--- src/fpc_pkg.sv ---
// Package: register map, field positions, codes and timing for the flash controller
package fpc_pkg;

    // Register word addresses (byte address = offset)
    localparam logic [7:0]  FPC_CTRL_OFS   = 8'h00;  // flash_op_control
    localparam logic [7:0]  FPC_KEY_OFS    = 8'h04;  // flash_unlock_key, write only
    localparam logic [7:0]  FPC_PAGE_OFS   = 8'h08;  // table_page_reg
    localparam logic [7:0]  FPC_PTR_OFS    = 8'h0C;  // pointer effective address
    localparam logic [7:0]  FPC_LATLO_OFS  = 8'h10;  // latch write, low word
    localparam logic [7:0]  FPC_LATHI_OFS  = 8'h14;  // latch write, high byte

    // Control register fields
    localparam int          FPC_START_BIT  = 15;
    localparam int          FPC_WALLOW_BIT = 14;
    localparam int          FPC_SEQERR_BIT = 13;
    localparam int          FPC_ERASE_BIT  = 6;
    localparam logic [15:0] FPC_CTRL_RST   = 16'h0000;

    // Unlock keys
    localparam logic [7:0]  FPC_KEY1       = 8'h55;
    localparam logic [7:0]  FPC_KEY2       = 8'hAA;

    // Operation select codes
    localparam logic [3:0]  FPC_OP_BULK    = 4'hF;
    localparam logic [3:0]  FPC_OP_WORD    = 4'h3;
    localparam logic [3:0]  FPC_OP_PAGE    = 4'h2;
    localparam logic [3:0]  FPC_OP_ROW     = 4'h1;

    // Geometry: 64-word rows, 512-word erase blocks, 24-bit instructions
    localparam int          FPC_ROW_WORDS  = 64;
    localparam int          FPC_ROW_AW     = 6;
    localparam int          FPC_BLK_AW     = 9;
    localparam int          FPC_WORD_W     = 24;

    // Array command codes toward the flash array
    typedef enum logic [2:0] {
        FPC_CMD_NONE = 3'b000,
        FPC_CMD_WORD = 3'b001,
        FPC_CMD_ROW  = 3'b010,
        FPC_CMD_PAGE = 3'b011,
        FPC_CMD_BULK = 3'b100
    } fpc_cmd_e;

    // Controller states
    typedef enum logic [1:0] {
        FPC_ST_IDLE = 2'b00,
        FPC_ST_RUN  = 2'b01,
        FPC_ST_WAIT = 2'b10
    } fpc_state_e;

    // Ack latency of the bus slave
    localparam int          FPC_ACK_CYC    = 1;

endpackage : fpc_pkg

--- src/fpc_latch_mem.sv ---
// Holding latch memory: one row of program words, registered read
module fpc_latch_mem (
    input  wire logic                        clk_i,
    input  wire logic                        wr_lo_i,
    input  wire logic                        wr_hi_i,
    input  wire logic [fpc_pkg::FPC_ROW_AW-1:0] waddr_i,
    input  wire logic [15:0]                 wdata_i,
    input  wire logic [fpc_pkg::FPC_ROW_AW-1:0] raddr_i,
    output logic      [fpc_pkg::FPC_WORD_W-1:0] rdata_o
);
    import fpc_pkg::*;

    logic [FPC_WORD_W-1:0] mem_q [FPC_ROW_WORDS];

    // Low word and high byte are written separately, like the two table writes
    always_ff @(posedge clk_i) begin
        if (wr_lo_i) begin
            mem_q[waddr_i][15:0] <= wdata_i;
        end
        if (wr_hi_i) begin
            mem_q[waddr_i][23:16] <= wdata_i[7:0];
        end
        rdata_o <= mem_q[raddr_i];
    end

endmodule : fpc_latch_mem

--- src/fpc_ctrl.sv ---
// Flash program/erase controller: Wishbone registers, unlock, sequencing, array port
module fpc_ctrl (
    input  wire logic        clk_i,
    input  wire logic        rst_i,
    input  wire logic        por_i,
    input  wire logic        serial_prog_mode_i,
    // Wishbone classic slave
    input  wire logic        wb_cyc_i,
    input  wire logic        wb_stb_i,
    input  wire logic        wb_we_i,
    input  wire logic [7:0]  wb_adr_i,
    input  wire logic [3:0]  wb_sel_i,
    input  wire logic [31:0] wb_dat_i,
    output logic      [31:0] wb_dat_o,
    output logic             wb_ack_o,
    // Processor stall
    output logic             cpu_stall_o,
    // Flash array side
    output logic      [2:0]  arr_cmd_o,
    output logic             arr_start_o,
    output logic      [23:0] arr_addr_o,
    output logic      [23:0] arr_wdata_o,
    output logic      [5:0]  arr_widx_o,
    input  wire logic        arr_done_i
);
    import fpc_pkg::*;

    // Register state
    logic        start_q,  start_d;
    logic        wallow_q, wallow_d;
    logic        seqerr_q, seqerr_d;
    logic        erase_q,  erase_d;
    logic [3:0]  opsel_q,  opsel_d;
    logic [7:0]  page_q;
    logic [15:0] ptr_q;
    logic        key1_q,   key1_d;   // First key seen, waiting for second
    logic        armed_q,  armed_d;  // Both keys seen, next write may start
    logic        ack_q;
    logic [31:0] rdat_q;
    fpc_state_e  state_q,  state_d;
    fpc_cmd_e    cmd_q;
    logic [5:0]  widx_q;
    logic [23:0] latch_rd;

    // Bus decode
    wire         bus_req   = wb_cyc_i & wb_stb_i & ~ack_q;
    wire         bus_wr    = bus_req & wb_we_i;
    wire         lo_lanes  = wb_sel_i[0] & wb_sel_i[1];
    wire         hit_ctrl  = (wb_adr_i == FPC_CTRL_OFS);
    wire         hit_key   = (wb_adr_i == FPC_KEY_OFS);
    wire         hit_page  = (wb_adr_i == FPC_PAGE_OFS);
    wire         hit_ptr   = (wb_adr_i == FPC_PTR_OFS);
    wire         hit_latlo = (wb_adr_i == FPC_LATLO_OFS);
    wire         hit_lathi = (wb_adr_i == FPC_LATHI_OFS);
    wire         wr_ctrl   = bus_wr & hit_ctrl & lo_lanes;
    wire         wr_key    = bus_wr & hit_key & wb_sel_i[0];
    wire         busy      = (state_q != FPC_ST_IDLE);

    // Control image; unimplemented bits tie to zero
    wire  [15:0] ctrl_img  = {start_q, wallow_q, seqerr_q, 6'h00, erase_q, 2'h0, opsel_q};

    // Start request and its qualification
    wire         set_try   = wr_ctrl & wb_dat_i[FPC_START_BIT] & ~start_q;
    wire         new_wall  = wb_dat_i[FPC_WALLOW_BIT];
    wire         new_era   = wb_dat_i[FPC_ERASE_BIT];
    wire  [3:0]  new_op    = wb_dat_i[3:0];
    wire         go_ok     = set_try & armed_q & new_wall;
    wire         go_bad    = set_try & ~(armed_q & new_wall);

    // Operation decode: each defined code has one valid erase setting
    fpc_cmd_e    dec_cmd;
    always_comb begin
        case (new_op)
            FPC_OP_BULK: dec_cmd = (new_era & serial_prog_mode_i) ? FPC_CMD_BULK
                                                                 : FPC_CMD_NONE;
            FPC_OP_WORD: dec_cmd = new_era ? FPC_CMD_NONE : FPC_CMD_WORD;
            FPC_OP_PAGE: dec_cmd = new_era ? FPC_CMD_PAGE : FPC_CMD_NONE;
            FPC_OP_ROW:  dec_cmd = new_era ? FPC_CMD_NONE : FPC_CMD_ROW;
            default:     dec_cmd = FPC_CMD_NONE;
        endcase
    end

    // Unlock tracking: armed only by 55h directly followed by AAh
    always_comb begin
        key1_d  = key1_q;
        armed_d = armed_q;
        if (wr_key) begin
            key1_d  = (wb_dat_i[7:0] == FPC_KEY1);
            armed_d = key1_q & (wb_dat_i[7:0] == FPC_KEY2);
        end else if (bus_wr) begin
            key1_d  = 1'b0;
            armed_d = 1'b0;  // Any other write breaks the sequence
        end
    end

    // Control field next values; software cannot clear start
    always_comb begin
        start_d  = start_q;
        wallow_d = wallow_q;
        seqerr_d = seqerr_q;
        erase_d  = erase_q;
        opsel_d  = opsel_q;
        if (wr_ctrl & ~busy) begin
            wallow_d = new_wall;
            erase_d  = new_era;
            opsel_d  = new_op;
        end
        if (go_ok) begin
            start_d  = 1'b1;
            seqerr_d = 1'b0;
        end
        if (go_bad) begin
            seqerr_d = 1'b1;
        end
        if (state_q == FPC_ST_WAIT && arr_done_i) begin
            start_d  = 1'b0;
        end
        if (state_q == FPC_ST_RUN && cmd_q == FPC_CMD_NONE) begin
            start_d  = 1'b0;  // No-op code completes at once
        end
        // Operation cut off by a system reset: end it and flag the bad end
        // Left alone, start would stay set and lock out every later start
        if (start_q && state_q == FPC_ST_IDLE) begin
            start_d  = 1'b0;
            seqerr_d = 1'b1;
        end
    end

    // Control bits reset on power-on only, not on the system reset
    always_ff @(posedge clk_i) begin
        if (por_i) begin
            start_q  <= FPC_CTRL_RST[FPC_START_BIT];
            wallow_q <= FPC_CTRL_RST[FPC_WALLOW_BIT];
            seqerr_q <= FPC_CTRL_RST[FPC_SEQERR_BIT];
            erase_q  <= FPC_CTRL_RST[FPC_ERASE_BIT];
            opsel_q  <= FPC_CTRL_RST[3:0];
        end else begin
            start_q  <= start_d;
            wallow_q <= wallow_d;
            seqerr_q <= seqerr_d;
            erase_q  <= erase_d;
            opsel_q  <= opsel_d;
        end
    end

    // Sequencer: stall the core until the array reports done
    always_comb begin
        state_d = state_q;
        case (state_q)
            FPC_ST_IDLE: state_d = go_ok ? FPC_ST_RUN : FPC_ST_IDLE;
            FPC_ST_RUN:  state_d = (cmd_q == FPC_CMD_NONE) ? FPC_ST_IDLE : FPC_ST_WAIT;
            FPC_ST_WAIT: state_d = arr_done_i ? FPC_ST_IDLE : FPC_ST_WAIT;
            default:     state_d = FPC_ST_IDLE;
        endcase
    end

    // Unlock, sequencer and address registers; cleared on either reset
    always_ff @(posedge clk_i) begin
        if (rst_i | por_i) begin
            state_q <= FPC_ST_IDLE;
            cmd_q   <= FPC_CMD_NONE;
            key1_q  <= 1'b0;
            armed_q <= 1'b0;
            page_q  <= 8'h00;
            ptr_q   <= 16'h0000;
            widx_q  <= 6'h00;
        end else begin
            state_q <= state_d;
            key1_q  <= key1_d;
            armed_q <= armed_d;
            if (go_ok) begin
                cmd_q <= dec_cmd;
            end
            if (bus_wr & hit_page & wb_sel_i[0]) begin
                page_q <= wb_dat_i[7:0];
            end
            if (bus_wr & hit_ptr & lo_lanes) begin
                ptr_q <= wb_dat_i[15:0];
            end
            // Row streaming index walks the latches while the array runs
            if (state_q == FPC_ST_WAIT) begin
                widx_q <= widx_q + 6'h01;
            end else begin
                widx_q <= 6'h00;
            end
        end
    end

    // Holding latches: table writes land here, never in the array
    fpc_latch_mem u_latch (
        .clk_i   (clk_i),
        .wr_lo_i (bus_wr & hit_latlo & lo_lanes & ~busy),
        .wr_hi_i (bus_wr & hit_lathi & wb_sel_i[0] & ~busy),
        .waddr_i (ptr_q[FPC_ROW_AW:1]),
        .wdata_i (wb_dat_i[15:0]),
        .raddr_i (widx_q),
        .rdata_o (latch_rd)
    );

    // Target address: page high, pointer low, aligned by operation
    wire  [23:0] raw_addr  = {page_q, ptr_q};
    wire  [23:0] blk_addr  = {raw_addr[23:FPC_BLK_AW+1], {(FPC_BLK_AW+1){1'b0}}};
    wire  [23:0] row_addr  = {raw_addr[23:FPC_ROW_AW+1], {(FPC_ROW_AW+1){1'b0}}};
    // Latched on the accepted start, so the target stands with the array strobe
    always_ff @(posedge clk_i) begin
        if (rst_i | por_i) begin
            arr_addr_o <= 24'h000000;
        end else if (go_ok) begin
            case (dec_cmd)
                FPC_CMD_PAGE: arr_addr_o <= blk_addr;   // last page not blocked
                FPC_CMD_ROW:  arr_addr_o <= row_addr;
                FPC_CMD_BULK: arr_addr_o <= 24'h000000;
                default:      arr_addr_o <= raw_addr;
            endcase
        end
    end

    // Array strobe is one pulse on the RUN cycle; data streams from latches
    assign arr_start_o = (state_q == FPC_ST_RUN) & (cmd_q != FPC_CMD_NONE);
    assign arr_cmd_o   = cmd_q;
    assign arr_wdata_o = latch_rd;
    assign arr_widx_o  = widx_q;
    assign cpu_stall_o = busy;

    // Wishbone answer: one-cycle ack, unmapped reads return zero
    wire  [31:0] rd_mux = hit_ctrl  ? {16'h0000, ctrl_img} :
                          hit_page  ? {24'h000000, page_q} :
                          hit_ptr   ? {16'h0000, ptr_q}    :
                          32'h00000000;                                // Key reads zero
    always_ff @(posedge clk_i) begin
        if (rst_i | por_i) begin
            ack_q  <= 1'b0;
            rdat_q <= 32'h00000000;
        end else begin
            ack_q  <= bus_req;
            rdat_q <= (bus_req & ~wb_we_i) ? rd_mux : 32'h00000000;
        end
    end
    assign wb_ack_o = ack_q;
    assign wb_dat_o = rdat_q;

    // Checks
    property p_start_needs_unlock;
        @(posedge clk_i) disable iff (rst_i | por_i)
        $rose(start_q) |-> $past(armed_q) && $past(wallow_d);
    endproperty
    a_start_needs_unlock: assert property (p_start_needs_unlock)
        else $error("start set without unlock");

    property p_bad_try_flags;
        @(posedge clk_i) disable iff (rst_i | por_i)
        go_bad |=> seqerr_q && (state_q == FPC_ST_IDLE);
    endproperty
    a_bad_try_flags: assert property (p_bad_try_flags)
        else $error("bad start did not flag error");

    property p_stall_while_busy;
        @(posedge clk_i) disable iff (rst_i | por_i)
        go_ok |=> cpu_stall_o && start_q;
    endproperty
    a_stall_while_busy: assert property (p_stall_while_busy)
        else $error("core not stalled during operation");

    property p_done_clears;
        @(posedge clk_i) disable iff (rst_i | por_i)
        (state_q == FPC_ST_WAIT) && arr_done_i |=> !start_q && !cpu_stall_o;
    endproperty
    a_done_clears: assert property (p_done_clears)
        else $error("start not cleared on done");

    property p_no_sw_clear;
        @(posedge clk_i) disable iff (rst_i | por_i)
        start_q && (state_q == FPC_ST_WAIT) && !arr_done_i |=> start_q;
    endproperty
    a_no_sw_clear: assert property (p_no_sw_clear)
        else $error("start cleared early");

    property p_bad_code_idle;
        @(posedge clk_i) disable iff (rst_i | por_i)
        go_ok && dec_cmd == FPC_CMD_NONE |=> ##1 !busy && !arr_start_o;
    endproperty
    a_bad_code_idle: assert property (p_bad_code_idle)
        else $error("invalid code started flash");

    property p_key_reads_zero;
        @(posedge clk_i) disable iff (rst_i | por_i)
        bus_req && !wb_we_i && hit_key |=> wb_dat_o == 32'h00000000;
    endproperty
    a_key_reads_zero: assert property (p_key_reads_zero)
        else $error("key register readable");

    property p_reserved_zero;
        @(posedge clk_i) disable iff (rst_i | por_i)
        bus_req && !wb_we_i && hit_ctrl |=> wb_dat_o[12:7] == 6'h00 && wb_dat_o[5:4] == 2'h0;
    endproperty
    a_reserved_zero: assert property (p_reserved_zero)
        else $error("reserved bits nonzero");

    property p_key_break;
        @(posedge clk_i) disable iff (rst_i | por_i)
        wr_key && wb_dat_i[7:0] != FPC_KEY2 |=> !armed_q;
    endproperty
    a_key_break: assert property (p_key_break)
        else $error("wrong key left armed");

    // Not disabled by the system reset: the abort it watches follows one
    property p_abort_flags;
        @(posedge clk_i) disable iff (por_i)
        start_q && !busy |=> !start_q && seqerr_q;
    endproperty
    a_abort_flags: assert property (p_abort_flags)
        else $error("aborted operation left start set");

    c_row_prog:   cover property (@(posedge clk_i) arr_start_o && cmd_q == FPC_CMD_ROW);
    c_page_erase: cover property (@(posedge clk_i) arr_start_o && cmd_q == FPC_CMD_PAGE);
    c_word_prog:  cover property (@(posedge clk_i) arr_start_o && cmd_q == FPC_CMD_WORD);
    c_seq_error:  cover property (@(posedge clk_i) go_bad);
    c_abort:      cover property (@(posedge clk_i) start_q && !busy);

endmodule : fpc_ctrl

--- config.mk ---
export PLATFORM = sky130hd
export DESIGN_NAME = fpc_ctrl
export DESIGN_NICKNAME = d
export VERILOG_FILES = /design/src/fpc_pkg.sv /design/src/fpc_latch_mem.sv /design/src/fpc_ctrl.sv
export SDC_FILE = /design/constraint.sdc
export NUM_CORES = 2
export LEC_CHECK = 0
export ABC_AREA = 1
export BUFFER_PORTS_ARGS = -buffer_cell sky130_fd_sc_hd__clkbuf_2
export CAP_MARGIN = 5
export CORE_MARGIN = 2
export CORE_UTILIZATION = 38
export CTS_CLUSTER_SIZE = 28
export DETAILED_ROUTE_END_ITERATION = 8
export RECOVER_POWER = 100
export SKIP_CTS_REPAIR_TIMING = 1
export SLEW_MARGIN = 0
export SYNTH_ARGS = -nofsm -noshare
export SYNTH_HDL_FRONTEND = slang
export SYNTH_SLANG_ARGS = --single-unit
--- constraint.sdc ---
create_clock -name clk_i -period 6.5 [get_ports clk_i]
set_input_delay 0.975 -clock clk_i [delete_from_list [all_inputs] [get_ports clk_i]]
set_output_delay 0.975 -clock clk_i [all_outputs]
set_load 0.01 [all_outputs]
# After elaboration in Yosys (flattened, before gate mapping)
# Memories as Yosys holds them, arrays and structs flattened. A register that Yosys moved wholly into a read port is not among the register bits.
# Index checks and enable logic that the tools add are counted.
# totals
regBits	102
ram_bits	1536
memories	1
# op_classes
add_sub_neg	1
eq_ne	16
n_mux	23
bitwise	38
n_reduce_logical	16
# memory_table
name	depth	word_bits	rd	rd_ports_with_merged_regs	write_ports	line	text
u_latch.mem_q	64	24	1	1	1	fpc_latch_mem.sv:13	logic [FPC_WORD_W-1:0] mem_q [FPC_ROW_WORDS];
# op_table
operator	count
$pmux W24 S3	1
$mux W16	3
$and A1 B1 Y1	29
$eq A8 B4 Y1 const B	2
$eq A8 B5 Y1 const B	2
$mux W1	12
$pmux W3 S4	1
$eq A4 B2 Y1 const B	2
$eq A8 B3 Y1 const B	1
$eq A8 B7 Y1 const B	1
$eq A8 B8 Y1 const B	1
$logic_not A8 Y1	1
$mux W2	4
$not A1 Y1	8
$reduce_or A4 Y1	2
$add A6 B1 Y6 const B	1
$eq A3 B2 Y1 const B	2
$pmux W2 S3	1
$reduce_bool A3 Y1	2
$reduce_or A5 Y1	1
$eq A4 B1 Y1 const B	1
$eq A4 B4 Y1 const B	1
$reduce_bool A2 Y1	2
$reduce_or A2 Y1	2
other kinds (9)	11

# Longest topological paths before layout
# logic_depth
depth_word	12
mapped_depth	13
ltp_nobuf	9

# Modules after synthesis
# Synthesis repeated with hierarchy kept, for this count alone.
# unflattened
hier_cells	5830
hier_area_um2	66912.9
# by_module_without_submodules
module	n_inst	cells_each	area_each_um2	seq_area_each_um2
fpc_latch_mem	1	5329	63231.9	46604.7
fpc_ctrl	1	501	3681.0	1721.7

# Worst setup path after synthesis
# OpenSTA, ideal clock, no wires.
# synth_path
kind	input-to-reg
from	input wb_cyc_i
to	memory u_latch.mem_q[10][0] (enable)
arrival_time_ns	2.584
required_time_ns	6.112
slack_ns	3.528
stages	7
path_buffers	1
path_cell_list	nand2_1 > nor2_4 > nand3_4 > nor2_8 > nand3_1 > buf_2 > nor2_1
# synth_between
elab_chain_cells	8
# synth_lines
item	line	text
start: declaration	fpc_ctrl.sv:8	input wire logic wb_cyc_i,
$and A1 B1 Y1 (2 in series)	fpc_ctrl.sv:46	wire bus_req = wb_cyc_i & wb_stb_i & ~ack_q;
$and A1 B1 Y1	fpc_ctrl.sv:47	wire bus_wr = bus_req & wb_we_i;
$and A1 B1 Y1 (3 in series)	fpc_ctrl.sv:192	.wr_lo_i (bus_wr & hit_latlo & lo_lanes & ~busy),
$mux W1	fpc_latch_mem.sv:17	if (wr_lo_i) begin
$mux W1 (implied by the code)	fpc_latch_mem.sv:18	mem_q[waddr_i][15:0] <= wdata_i;
end: declaration	fpc_latch_mem.sv:13	
# No other way between the ends.

# Worst setup path after layout
# layout_path
from	input wb_dat_i[7]
to	memory u_latch.mem_q[16][23] (data pin)
# layout_lines
item	line	text
start: declaration	fpc_ctrl.sv:13	input wire logic [31:0] wb_dat_i,
# Straight into the memory's write port.

==> implementation parameters <==
Parameter                              Value

Outcome
  Outcome    finished with violations
  Violated checks    max-capacitance violations, max-slew violations

GRT
  Grt ovf    0
  Initial antenna violation count    6
  First-pass GRT wire length    275 mm
  Via count of the first global-routing pass    42500
  Overall global routing resource usage    20.0%
  Maximum number of pins on one net before global-route repair    212

Worst setup path
  Classification of the worst setup path    primary input to register
  FF-to-FF setup slack    1440 ps
  Cell with the largest stage delay on the worst path    sky130_fd_sc_hd__clkbuf_1
  Count of cell instances traversed by the critical path    2
  Critical path capture point type    register
  Worst Setup Start Kind    primary input
  Worst reg2reg startpoint    state_q[0]$_SDFF_PP0_
  R2R depth    5
  Data arrival time of the critical path    5490 ps
  Sequence of cells on the critical path    clkbuf_1 > clkbuf_2
  Worst reg2reg path endpoint    u_latch.mem_q[23][1]$_DFFE_PP_
  Worst Path Required    6890 ps
  Largest driver fanout on the critical path    71
  Delay contributed by the slowest stage of the critical path    2980 ps
  Cell family with most CP delay    buffers and inverters
  Count of buffer and inverter cells on the critical path    2

Timing
  Portion of the clock cycle consumed by the worst path in the final layout    78.5%
  Final number of setup-violating endpoints    0
  Setup repair after global routing missed its margin    false
  Largest clock skew in the final design    29.6 ps
  Slew Limit Headroom    -189%
  Fmax    196 MHz
  Slew at the pin closest to its max-slew limit    4340 ps
  Final hold violations    0
  Post-route setup TNS    0 ps
  Final max-slew violation count    1997
  Final min period    5100 ps

Route
  Detailed-route DRC error count    0
  Number of detailed-routing iterations run before antenna repair    5
  Total via count after detailed routing    45500
  Post-DR wirelength/cell    20.8 µm
  Vias per std cell    5.05
  Antenna-violating nets left    0
  Final wirelength    188 mm
  DRC marker count from the first detailed-route iteration    5053

Clocking
  Clock input transition at the sequential cells of the worst setup and hold paths    60 ps
  Sinks on Clock Net    1646
  Cts bufs inserted    164
  Maximum count of clock buffers along a single path    3
  Skew-Pair Late Insertion Delay    810 ps
  TritonCTS clock tree    done
  Number of H-tree levels    4
  Root Buffer    sky130_fd_sc_hd__clkbuf_16

Logic synthesis
  Compound-Gate Fraction of Synth Area    2.53%
  Warning count from the yosys run    0
  Synthesized-area fraction occupied by and/or/nand/nor cells    21.2%
  Register bit total from synthesis    1646
  Largest family of logic cells by synthesized area    simple AND/OR/NAND/NOR gates
  Synth Instances    6452
  Yosys cell types    36
  Mean instance size in the synthesized netlist    10.7 µm²
  Portion of the post-synthesis area used by sequential elements    70.3%
  Share of cell area taken by muxes after synthesis    0%
  Synthesized-area fraction occupied by xor and xnor cells    0%
  Mapped cell area    68700 µm²
  Adder-cell area share of the yosys netlist    0.0182%

Worst hold path
  Cell count of the worst hold path    2
  Hold Crit Class    primary input to register
  Start point of the worst min-delay path    por_i
  End point of the worst hold path    seqerr_q$_SDFFE_PP0P_

Place
  Placer congestion estimate    0.826
  Placed Area    71500 µm²
  Total of buffers placed on input and output ports    109
  Estimated wirelength of the detail-placed design    107 mm
  DP Cell Count    8700

Final layout
  Layout cell share with drive strength beyond 1    5.44%
  Commonest cells after routing, fill and taps aside    2236 x sky130_fd_sc_hd__nand2_1, 1536 x sky130_fd_sc_hd__edfxtp_1, 838 x sky130_fd_sc_hd__nand3_1, 564 x sky130_fd_sc_hd__inv_1, 430 x sky130_fd_sc_hd__nor2_1
  Number of fillers in the final layout    16800
  Multi-input gate area in the final layout    16400 µm²
  Non-filler instance count after layout    9011
  Sequential standard cell area    48300 µm²
  Most frequent standard cell in the layout excluding fill and tap cells    sky130_fd_sc_hd__nand2_1
  Post-layout instance area    76200 µm²
  Synthesis-to-layout area growth    10.9%
  Net count reported at finish    6549

Die
  Number of primary I/O pins    144
  Starting density of the core    38.2%
  Row cnt    156
  Core Footprint    180000 µm²
  Overall die width    429 µm
  Die Span Y    429 µm
  Total die area    184000 µm²

Power
  IR Drop Worst-Case VDD    234 µV
  P per Cell Area    274 nW/µm²
  Leak    28.6 nW

Job
  Max-cap violation count    41
-- cell usage after synthesis, drive strengths merged --
master	number	share of area, %
or2	1	0.0091
nor3	26	0.21
ha	1	0.018
o21ai	77	0.56
nand2	2236	12
o211ai	73	0.80
conb	1	0.0055
clkinv	1	0.0055
nor4b	1	0.022
nor4	2	0.018
clkbuf	81	0.44
a211oi	7	0.076
a21oi	150	1.1
nor2	444	2.5
inv	571	3.1
buf	288	2.4
nand4	6	0.073
nand3b	1	0.011
nand3	839	6.1
dfxtp	110	3.2
edfxtp	1536	67
-- final cells by class --
class	instances	share of cell area [%]
repair buffers	232	1.65
clock buffers	199	5.61
inverters	572	2.85
well taps	2370	3.89
diodes	11	0.0361
multi-input cells	3880	21.5
clock inverters	101	1.04
flip-flops and latches	1646	63.4
-- state kept, by name, indices dropped and copies added (netlist names), 2 cells and up --
name and cells:
opsel_q 4, u_latch.mem_q 1536, wb_dat_o 16, arr_widx_o 6, arr_cmd_o 3, arr_addr_o 24, state_q 2, ptr_q 16
u_latch.rdata_o 24, page_q 8
-- kinds of logic after synthesis --
family          Yosys count
simple gates           3556
flops                  1646
buf+inv                 941
compound gates          307
fa+ha+maj                 1
other cells               1
-- worst max-delay path by stage --
| stage | endpoint | start |
|---|---|---|
| after global placement | u_latch.mem_q[18][10]$_DFFE_PP_ | wb_adr_i[6] |
| after detailed placement | u_latch.mem_q[18][10]$_DFFE_PP_ | wb_adr_i[7] |
| after global routing | arr_addr_o[0]$_SDFFE_PP0P_ | wb_dat_i[0] |
| final | u_latch.mem_q[16][23]$_DFFE_PP_ | wb_dat_i[7] |
| after CTS | arr_widx_o[0] | arr_widx_o[0]$_SDFF_PP0_ |
| after floorplan | u_latch.mem_q[10][0]$_DFFE_PP_ | wb_cyc_i |
-- stage by stage --
step                      setup WS, ps  hold WS (ps)  util (%)  power (mW)
after CTS                         2100           316      42.5        21.0
final                             1400           402      42.3        20.9
after global routing              1060           405      42.3        21.4
after floorplan                   3530           429         -        11.8
after detailed placement          2610           445      39.7        12.0
after global placement            2590           437      39.7        12.0
-- per-layer routing --
layer	global-route usage, %	up-vias	wire [µm]
li1	-	21500	-
met2	32.2	1673	88600
met5	0	-	0
met1	26.8	22000	78200
met4	8.54	0	7460
met3	3.16	304	13500
-- report_power, final --
group / leakage [nW] / switching [mW] / internal, mW
Clock: 2.47 / 4.03 / 5.05
Sequential: 14.7 / 0.000203 / 11.6
Combinational: 11.4 / 0.224 / 0.0147
Total: 28.6 / 4.26 / 16.7
Power figures use the tool's default switching activity.
